===== src/verilog/ruc_pkg.sv =====
// Functional notes
// - update writes by user, factory image only
// - remote errors zero control; factory trigger loads update
// - local reset/trigger selects page one, anf
// - status records cause before reload
// - reads show update (factory) or control
// - watchdog is 29-bit down-counter from control
// - only top 12 watchdog bits programmable
// - low 17 count bits forced zero
// - watchdog steps on oscillator tick
// - watchdog counts only in application user mode
// - reload falling edge restores start count
// - expiry sets watchdog cause, loads factory
// - watchdog off in configuration and factory
// - reload honoured only remote application images
// - other fabric signals work in all modes except update
// - shift-to-update only factory in remote mode
// - low request reconfigures per mode and image
// - shift clock drives shift and update registers
// - shift select high shifts left each rising edge
// - shift low: capture high loads, low updates
package ruc_pkg;
   // ==========================================================
   // timing
   localparam int CLK_HZ      = 100_000_000;
   localparam int OSC_HZ      = 10_000_000;
   localparam int OSC_DIV     = CLK_HZ / OSC_HZ;
   localparam int OSC_CNT_W   = 4;
   localparam int CFG_TIME_NS = 2000;
   localparam int CFG_CYCLES  =
      (CFG_TIME_NS * (CLK_HZ / 1_000_000) + 999) / 1000;
   localparam int CFG_CNT_W   = 8;
   // ==========================================================
   // register geometry
   localparam int WDOG_W   = 29;
   localparam int WDT_W    = 12;
   localparam int WD_LOW_W = 17;
   localparam int CTRL_W   = 21;
   localparam int STAT_W   = 5;
   localparam int SR_W     = STAT_W + CTRL_W;
   localparam logic [6:0] LOCAL_PAGE = 7'h01;
   // ==========================================================
   // bus map
   localparam int ADDR_W = 8;
   localparam logic [7:0] OFS_MODE    = 8'h00;
   localparam logic [7:0] OFS_EVENT   = 8'h04;
   localparam logic [7:0] OFS_CONTROL = 8'h08;
   localparam logic [7:0] OFS_UPDATE  = 8'h0c;
   localparam logic [7:0] OFS_STATUS  = 8'h10;
   localparam logic [7:0] OFS_WDOG    = 8'h14;
   localparam int EVT_EXT = 0;
   localparam int EVT_STS = 1;
   localparam int EVT_CRC = 2;
   localparam int EVT_W   = 3;
   localparam int MODE_REMOTE_BIT = 0;
   localparam logic MODE_RESET = 1'b1;
   localparam logic [1:0] RESP_OKAY   = 2'h0;
   localparam logic [1:0] RESP_SLVERR = 2'h2;
   // ==========================================================
   // types
   typedef struct packed {
      logic [11:0] watchdog_timeout_field;
      logic        wd_en;
      logic [6:0]  page;
      logic        anf;
   } ruc_ctrl_s;
   typedef struct packed {
      logic wd;
      logic ext_reset;
      logic fabric;
      logic status_err;
      logic crc;
   } ruc_stat_s;
   typedef struct packed {
      logic shift_clock;
      logic shift_sel;
      logic capt_sel;
      logic din;
      logic reconfig_n;
      logic reload_n;
   } ruc_pins_s;
   localparam logic [5:0] PINS_IDLE = 6'h03;
   typedef enum logic [1:0] {
      ST_CONFIG = 2'b00,
      ST_USER   = 2'b01,
      ST_REQ    = 2'b10
   } ruc_state_e;
endpackage


===== src/verilog/ruc_sync.sv =====
`timescale 1ns/100ps
// two-flop synchroniser; only stage two is visible
module ruc_sync #(
   parameter int         W       = 1,
   parameter logic [W-1:0] RST_VAL = '0
) (
   input  wire logic         clock,
   input  wire logic         rst,
   input  wire logic [W-1:0] d,
   output logic      [W-1:0] q
);
   typedef struct packed {
      logic [W-1:0] s1;
      logic [W-1:0] s2;
   } ruc_sync_s;
   ruc_sync_s r_reg, r_next;
   // ==========================================================
   // stages
   always_comb begin
      r_next    = r_reg;
      r_next.s1 = d;
      r_next.s2 = r_reg.s1;
   end
   always_ff @(posedge clock or posedge rst) begin
      if (rst) begin
         r_reg <= {RST_VAL, RST_VAL};
      end else begin
         r_reg <= r_next;
      end
   end
   assign q = r_reg.s2;
endmodule


===== src/verilog/ruc_wdog.sv =====
`timescale 1ns/100ps
// user watchdog down-counter
module ruc_wdog #(
   parameter int W = ruc_pkg::WDOG_W
) (
   input  wire logic         clock,
   input  wire logic         rst,
   input  wire logic         enable,
   input  wire logic         tick,
   input  wire logic         reload,
   input  wire logic [W-1:0] start,
   output logic              expired,
   output logic      [W-1:0] count
);
   typedef struct packed {
      logic [W-1:0] cnt;
      logic         exp;
   } ruc_wdog_s;
   ruc_wdog_s r_reg, r_next;
   // ==========================================================
   // counter: held at start while disabled, so enable starts clean
   always_comb begin
      r_next     = r_reg;
      r_next.exp = 1'b0;
      if (!enable || reload) begin
         r_next.cnt = start;
      end else if (tick) begin
         if (r_reg.cnt == '0) begin
            r_next.exp = 1'b1;
            r_next.cnt = start;
         end else begin
            r_next.cnt = r_reg.cnt - 1'b1;
         end
      end
   end
   always_ff @(posedge clock or posedge rst) begin
      if (rst) begin
         r_reg <= '0;
      end else begin
         r_reg <= r_next;
      end
   end
   assign expired = r_reg.exp;
   assign count   = r_reg.cnt;
endmodule


===== src/verilog/ruc_top.sv =====
`timescale 1ns/100ps
// remote update controller: shift interface, image selection,
// watchdog and an axi4-lite register window
module ruc_top (
   input  wire logic                         clock,
   input  wire logic                         rst,
   // axi4-lite slave
   input  wire logic [ruc_pkg::ADDR_W-1:0]   s_axi_awaddr,
   input  wire logic                         s_axi_awvalid,
   output logic                              s_axi_awready,
   input  wire logic [31:0]                  s_axi_wdata,
   input  wire logic [3:0]                   s_axi_wstrb,
   input  wire logic                         s_axi_wvalid,
   output logic                              s_axi_wready,
   output logic [1:0]                        s_axi_bresp,
   output logic                              s_axi_bvalid,
   input  wire logic                         s_axi_bready,
   input  wire logic [ruc_pkg::ADDR_W-1:0]   s_axi_araddr,
   input  wire logic                         s_axi_arvalid,
   output logic                              s_axi_arready,
   output logic [31:0]                       s_axi_rdata,
   output logic [1:0]                        s_axi_rresp,
   output logic                              s_axi_rvalid,
   input  wire logic                         s_axi_rready,
   // fabric side
   input  wire logic                         fabric_reconfig_request_n,
   input  wire logic                         watchdog_reload_n,
   input  wire logic                         upgrade_shift_clock,
   input  wire logic                         shift_or_load_select,
   input  wire logic                         capture_or_update_select,
   input  wire logic                         shift_serial_in,
   output logic                              shift_serial_out,
   // image state
   output logic                              reconfig_busy,
   output logic                              application_image
);
   typedef struct packed {
      ruc_pkg::ruc_state_e            st;
      logic                           remote;
      ruc_pkg::ruc_ctrl_s             ctrl;
      ruc_pkg::ruc_ctrl_s             upd;
      ruc_pkg::ruc_stat_s             stat;
      logic [ruc_pkg::SR_W-1:0]       sr;
      logic [ruc_pkg::CFG_CNT_W-1:0]  cfg_cnt;
      logic [ruc_pkg::OSC_CNT_W-1:0]  osc_cnt;
      logic                           sclk_q;
      logic                           req_q;
      logic                           rld_q;
      logic                           aw_have;
      logic [ruc_pkg::ADDR_W-1:0]     awaddr;
      logic                           w_have;
      logic [31:0]                    wdata;
      logic                           wstrb0;
      logic                           bvalid;
      logic [1:0]                     bresp;
      logic                           rvalid;
      logic [31:0]                    rdata;
      logic [1:0]                     rresp;
   } ruc_top_s;
   ruc_top_s r_reg, r_next;
   ruc_pkg::ruc_pins_s             pins;
   logic                           tick;
   logic                           wd_enable;
   logic                           wd_reload;
   logic                           wd_expired;
   logic [ruc_pkg::WDOG_W-1:0]     wd_start;
   logic [ruc_pkg::WDOG_W-1:0]     wd_count;
   logic                           sedge;
   // ==========================================================
   // pin synchronisers
   ruc_sync #(
      .W       ($bits(ruc_pkg::ruc_pins_s)),
      .RST_VAL (ruc_pkg::PINS_IDLE)
   ) u_sync (
      .clock (clock),
      .rst   (rst),
      .d     ({upgrade_shift_clock, shift_or_load_select,
               capture_or_update_select, shift_serial_in,
               fabric_reconfig_request_n, watchdog_reload_n}),
      .q     (pins)
   );
   // ==========================================================
   // watchdog
   // oscillator rate is a divided enable, not a second clock
   assign tick      = (r_reg.osc_cnt ==
                       ruc_pkg::OSC_CNT_W'(ruc_pkg::OSC_DIV - 1));
   assign wd_enable = (r_reg.st == ruc_pkg::ST_USER) && r_reg.remote
                      && r_reg.ctrl.anf && r_reg.ctrl.wd_en;
   assign wd_reload = wd_enable && r_reg.rld_q && !pins.reload_n;
   assign wd_start  = {r_reg.ctrl.watchdog_timeout_field,
                       {ruc_pkg::WD_LOW_W{1'b0}}};
   ruc_wdog #(
      .W (ruc_pkg::WDOG_W)
   ) u_wdog (
      .clock   (clock),
      .rst     (rst),
      .enable  (wd_enable),
      .tick    (tick),
      .reload  (wd_reload),
      .start   (wd_start),
      .expired (wd_expired),
      .count   (wd_count)
   );
   assign sedge = pins.shift_clock && !r_reg.sclk_q;
   // ==========================================================
   // next state
   always_comb begin
      logic [ruc_pkg::EVT_W-1:0] evt;
      logic                      go;
      ruc_pkg::ruc_stat_s        cause;
      ruc_pkg::ruc_ctrl_s        nctl;
      ruc_pkg::ruc_ctrl_s        lp;
      evt   = '0;
      go    = 1'b0;
      cause = '0;
      nctl  = r_reg.ctrl;
      lp    = '0;
      lp.page = ruc_pkg::LOCAL_PAGE;
      lp.anf  = 1'b1;
      r_next  = r_reg;
      r_next.sclk_q = pins.shift_clock;
      r_next.req_q  = pins.reconfig_n;
      r_next.rld_q  = pins.reload_n;
      r_next.osc_cnt = tick ? '0 : r_reg.osc_cnt + 1'b1;
      // bus write: address and data taken in either order
      if (!r_reg.aw_have && s_axi_awvalid) begin
         r_next.aw_have = 1'b1;
         r_next.awaddr  = s_axi_awaddr;
      end
      if (!r_reg.w_have && s_axi_wvalid) begin
         r_next.w_have = 1'b1;
         r_next.wdata  = s_axi_wdata;
         r_next.wstrb0 = s_axi_wstrb[0];
      end
      if (r_reg.bvalid && s_axi_bready) begin
         r_next.bvalid = 1'b0;
      end
      if (r_reg.aw_have && r_reg.w_have && !r_reg.bvalid) begin
         r_next.aw_have = 1'b0;
         r_next.w_have  = 1'b0;
         r_next.bvalid  = 1'b1;
         r_next.bresp   = ruc_pkg::RESP_OKAY;
         if (r_reg.awaddr == ruc_pkg::OFS_MODE) begin
            if (r_reg.wstrb0) begin
               r_next.remote = r_reg.wdata[ruc_pkg::MODE_REMOTE_BIT];
            end
         end else if (r_reg.awaddr == ruc_pkg::OFS_EVENT) begin
            if (r_reg.wstrb0) begin
               evt = r_reg.wdata[ruc_pkg::EVT_W-1:0];
            end
         end else if (r_reg.awaddr == ruc_pkg::OFS_CONTROL ||
                      r_reg.awaddr == ruc_pkg::OFS_UPDATE ||
                      r_reg.awaddr == ruc_pkg::OFS_STATUS ||
                      r_reg.awaddr == ruc_pkg::OFS_WDOG) begin
            r_next.bresp = ruc_pkg::RESP_OKAY; // read-only, ignored
         end else begin
            r_next.bresp = ruc_pkg::RESP_SLVERR;
         end
      end
      // bus read
      if (r_reg.rvalid) begin
         if (s_axi_rready) begin
            r_next.rvalid = 1'b0;
         end
      end else if (s_axi_arvalid) begin
         r_next.rvalid = 1'b1;
         r_next.rresp  = ruc_pkg::RESP_OKAY;
         if (s_axi_araddr == ruc_pkg::OFS_MODE) begin
            r_next.rdata = 32'(r_reg.remote);
         end else if (s_axi_araddr == ruc_pkg::OFS_EVENT) begin
            r_next.rdata = '0;
         end else if (s_axi_araddr == ruc_pkg::OFS_CONTROL) begin
            r_next.rdata = 32'(r_reg.ctrl);
         end else if (s_axi_araddr == ruc_pkg::OFS_UPDATE) begin
            r_next.rdata = 32'(r_reg.upd);
         end else if (s_axi_araddr == ruc_pkg::OFS_STATUS) begin
            r_next.rdata = 32'({r_reg.st, r_reg.stat});
         end else if (s_axi_araddr == ruc_pkg::OFS_WDOG) begin
            r_next.rdata = 32'(wd_count);
         end else begin
            r_next.rdata = '0;
            r_next.rresp = ruc_pkg::RESP_SLVERR;
         end
      end
      // reconfiguration causes, highest priority first
      if (evt[ruc_pkg::EVT_EXT]) begin
         go = 1'b1;
         cause.ext_reset = 1'b1;
         nctl = r_reg.remote ? '0 : lp;
      end else if (evt[ruc_pkg::EVT_STS]) begin
         go = 1'b1;
         cause.status_err = 1'b1;
         nctl = '0;
      end else if (evt[ruc_pkg::EVT_CRC]) begin
         go = 1'b1;
         cause.crc = 1'b1;
         nctl = '0;
      end else if (wd_expired) begin
         go = 1'b1;
         cause.wd = 1'b1;
         nctl = '0;
      end else if (r_reg.st == ruc_pkg::ST_USER && r_reg.req_q &&
                   !pins.reconfig_n) begin
         if (r_reg.remote && !r_reg.ctrl.anf) begin
            r_next.st = ruc_pkg::ST_REQ;               // wait release
         end else begin
            go = 1'b1;
            cause.fabric = 1'b1;
            nctl = r_reg.remote ? '0 : lp;
         end
      end else if (r_reg.st == ruc_pkg::ST_REQ && pins.reconfig_n) begin
         go = 1'b1;
         cause.fabric = 1'b1;
         nctl = r_reg.upd;
      end
      // status is written together with control, before reload
      if (go) begin
         r_next.ctrl    = nctl;
         r_next.stat    = cause;
         r_next.st      = ruc_pkg::ST_CONFIG;
         r_next.cfg_cnt = '0;
      end else if (r_reg.st == ruc_pkg::ST_CONFIG) begin
         if (r_reg.cfg_cnt ==
             ruc_pkg::CFG_CNT_W'(ruc_pkg::CFG_CYCLES - 1)) begin
            r_next.st = ruc_pkg::ST_USER;
         end else begin
            r_next.cfg_cnt = r_reg.cfg_cnt + 1'b1;
         end
      end
      // shift interface, sampled edges of the fabric shift clock
      if (sedge) begin
         if (pins.shift_sel) begin
            r_next.sr = {r_reg.sr[ruc_pkg::SR_W-2:0], pins.din};
         end else if (pins.capt_sel) begin
            r_next.sr = {r_reg.stat,
                         r_reg.ctrl.anf ? r_reg.ctrl : r_reg.upd};
         end else if (r_reg.remote && !r_reg.ctrl.anf) begin
            r_next.upd = r_reg.sr[ruc_pkg::CTRL_W-1:0];
         end
      end
   end
   // ==========================================================
   // state register
   always_ff @(posedge clock or posedge rst) begin
      if (rst) begin
         r_reg        <= '0;
         r_reg.remote <= ruc_pkg::MODE_RESET;
         r_reg.st     <= ruc_pkg::ST_CONFIG;
         r_reg.sclk_q <= 1'b0;
         r_reg.req_q  <= 1'b1;
         r_reg.rld_q  <= 1'b1;
      end else begin
         r_reg <= r_next;
      end
   end
   // ==========================================================
   // outputs
   assign s_axi_awready     = !r_reg.aw_have;
   assign s_axi_wready      = !r_reg.w_have;
   assign s_axi_bvalid      = r_reg.bvalid;
   assign s_axi_bresp       = r_reg.bresp;
   assign s_axi_arready     = !r_reg.rvalid;
   assign s_axi_rvalid      = r_reg.rvalid;
   assign s_axi_rdata       = r_reg.rdata;
   assign s_axi_rresp       = r_reg.rresp;
   assign shift_serial_out  = r_reg.sr[ruc_pkg::SR_W-1];
   assign reconfig_busy     = (r_reg.st != ruc_pkg::ST_USER);
   assign application_image = r_reg.ctrl.anf;
endmodule


===== config.mk =====
export PLATFORM = sky130hd
export DESIGN_NAME = ruc_top
export DESIGN_NICKNAME = d
export VERILOG_FILES = /design/src/verilog/ruc_pkg.sv /design/src/verilog/ruc_sync.sv /design/src/verilog/ruc_wdog.sv /design/src/verilog/ruc_top.sv
export SDC_FILE = /design/constraint.sdc
export NUM_CORES = 1
export LEC_CHECK = 0
export BUFFER_PORTS_ARGS = -buffer_cell sky130_fd_sc_hd__buf_4
export CAP_MARGIN = 20
export CORE_ASPECT_RATIO = 0.5
export CORE_UTILIZATION = 24
export DETAILED_ROUTE_END_ITERATION = 8
export GPL_TIMING_DRIVEN = 0
export PLACE_DENSITY_LB_ADDON = 0.05
export SLEW_MARGIN = 20
export SYNTH_ARGS = -nofsm -noshare
export SYNTH_HDL_FRONTEND = slang
export SYNTH_SLANG_ARGS = --single-unit

===== constraint.sdc =====
create_clock -name clock -period 14.47 [get_ports clock]
set_input_delay 2.894 -clock clock [delete_from_list [all_inputs] [get_ports clock]]
set_output_delay 2.894 -clock clock [all_outputs]
set_load 0.1 [all_outputs]

==> out/results.ini <==
[synthesis]
synth_area_per_cell_um2 = 9.96
ys_ff_latch = 180
synth_edf_count = 0
synth-async-reset-ratio = 1.00
yosysSeqAreaShare = 0.503
ys_warn_count = 0
syn_area_um2 = 8980
dominantRegCellSynth = dfrtp_1
ys_types = 70
syn_inst = 901

[run]
drv_cap = 0

[cts]
clk_pin_slew_ns = 0.08
cts_sinks = 180
clk-insertion-delay-late_ns = 0.45
htreeDepth = 4
clock-root-buffer = clkbuf_16
cts_setup_buffers = 0
cts_resized = 0
cts_buffer_depth = 2
hold_buffers = 0
cts_buffers = 17
cts_tree = yes

[power_and_ir_drop]
ir_worst_vdd_mv = 0.0994
p_leak_nw = 4.75
powerDensity_nw_per_um2 = 119

[global_route]
track_usage = 0.158
grt_max_degree = 93
antenna_found_initial = 0
grt_pass1_wl_um = 45400
grt_overflow = 0
grt_pass1_vias = 7260

[critical_path]
crit_fanout = 10
r2r_start = application_image
crit_path_max_incr_delay_ns = 0.63
r2r_slack_ns = 11.35
cp-endpoint = s_axi_rdata[0]
cp.arrival_ns = 5.35
crit_path_end_kind = register
r2r_cells = 6
cpMaxStageDelayCell = nor4b_2
critical_path.startpoint_type = input pin
crit_required_ns = 14.83
r2r-end = u_wdog.count[25]
cp_cell_sequence = buf_4, or4_4, nor4b_2, clkbuf_1, a22oi_1, a2bb2oi_1, o21ai_0
crit_type = in2reg
crit_start = s_axi_araddr[0]

[die]
die_x_um = 275
die_area_um2 = 38200
die_y_um = 139
core_area_um2 = 36400
ios = 109
rows = 49
initial_core_util = 0.247

[finish]
largest_reg_flops = 103
finalNonFillerCells = 1493
nets = 1063
syn2layout_area_growth_pct = 19.9
n_antenna_cell = 0
final_cell_area_um2 = 10800
final_util = 0.296
drive_above_1_share = 0.222

[place]
place_inst = 1461
portBuffers = 71
gp_congestion = 0.770
hpwl_um = 21200
place_area_um2 = 10200
place_ws_ns = 9.02

[route]
drt-pass1-iter-count = 5
ant_nets = 0
drt_iter0_drc = 515
wirelength_um = 28800
drt-vias-per-instance = 4.80
wl_per_cell_um = 19.3
num_vias = 7173
drt_drc_violations_left = 0

[sta]
drv_slew = 0
fin_setup_tns_ns = 0
worst-slew-pin-transition_ns = 0.965
timing.final.crit_period_ns = 4.98
skew_ns = 0.0122
fmax_mhz = 201
relSlewSlack = 0.352
finalWorstSetupSlack_ns = 9.49
hold_viol = 0
period_share = 0.344
setup_viol = 0
rsz0062_at_grt = no

[min_path]
hp-class = reg2reg

[status]
outcome = completed

==> layout by cell type, fill, tap and decap left out, types with 5 or more instances in the layout <==
master / instances
a211o_1: 9
a21oi_1: 50
a22o_1: 8
a22oi_1: 12
a22oi_2: 9
a31oi_1: 21
buf_2: 6
buf_4: 107
clkbuf_1: 40
clkbuf_16: 17
clkinvlp_4: 5
conb_1: 5
dfrtp_1: 173
dfstp_2: 7
inv_1: 16
inv_6: 5
mux2_2: 33
mux2i_1: 29
nand2_1: 105
nand2b_1: 18
nand3_1: 38
nand4_1: 9
nor2_1: 75
nor2b_1: 9
nor3_1: 18
nor4_1: 6
o211ai_1: 7
o21ai_0: 57
o31ai_1: 7
o31ai_2: 9
or3_1: 6
or4_1: 6
xnor2_1: 8
==> Yosys cell counts (all sizes together) (16+ instances only) <==
cell	number	area, um2
a31oi	21	131
mux2i	29	290
dfrtp	173	4330
a21oi	50	250
nand2b	18	113
nand3	39	208
o31ai	16	165
a22oi	21	203
nand2	105	394
nor2	75	282
clkbuf	38	143
buf	50	369
inv	17	63.8
mux2	33	372
nor3	18	90.1
o21ai	58	290
==> worst max-delay path: cells and delay by family <==
family                 cells  cell delay (ns)
AO/OA/AOI/OAI              3             0.59
buffers and inverters      2             0.65
AND/OR/NAND/NOR            2             1.20
==> worst min path at each step <==
| stage | from | to | slack [ns] | cells after the start |
|---|---|---|---|---|
| finish | u_sync.r_next[2] | u_sync.q[2] | 0.35 | 0 |
| global route | u_sync.r_next[2] | u_sync.q[2] | 0.35 | 0 |
| CTS | u_sync.r_next[2] | u_sync.q[2] | 0.35 | 0 |
| detailed placement | u_sync.r_next[2] | u_sync.q[2] | 0.34 | 0 |
| global placement | u_sync.r_next[4] | u_sync.q[4] | 0.33 | 0 |
| floorplan | u_sync.r_next[2] | u_sync.q[2] | 0.33 | 0 |
==> metal layers <==
| metal | track usage | share of wire | vias up | routed length, um |
|---|---|---|---|---|
| li1 | - | - | 3373 | - |
| met1 | 0.240 | 0.52 | 3658 | 14900 |
| met2 | 0.228 | 0.44 | 119 | 12700 |
| met3 | 0.0291 | 0.032 | 23 | 914 |
| met4 | 0.0419 | 0.014 | 0 | 412 |
| met5 | 0 | 0 | - | 0 |
==> through the flow <==
step	total power [mW]	hold slack, ns
after floorplan	0.744	0.331
after global placement	0.802	0.332
after detailed placement	0.806	0.337
after CTS	1.30	0.354
after global routing	1.34	0.355
final	1.28	0.349
==> cell type report <==
type	count	area (um2)
Clock buffer	20	447
Fill cell	3814	25600
Multi-Input combinational cell	620	3910
Buffer	88	512
Clock inverter	12	141
Timing Repair Buffer	72	561
Inverter	17	71.3
Tap cell	484	606
Sequential cell	180	4510
==> kinds of logic after synthesis <==
logic type	synth area share
fa+ha+maj	0.00279
other cells	0.000418
buf+inv	0.0641
mux	0.0737
xor+xnor	0.0107
compound gates	0.161
simple gates	0.185
flops	0.503
==> report_power, final <==
group          internal, mW  switching [mW]  leakage (nW)  total, mW
Combinational        0.0701           0.143          2.08      0.213
Sequential            0.544          0.0354          2.40      0.580
Clock                 0.262           0.224         0.271      0.486
Total                 0.877           0.402          4.75       1.28
Note: power is estimated with default switching activity, not from simulation.
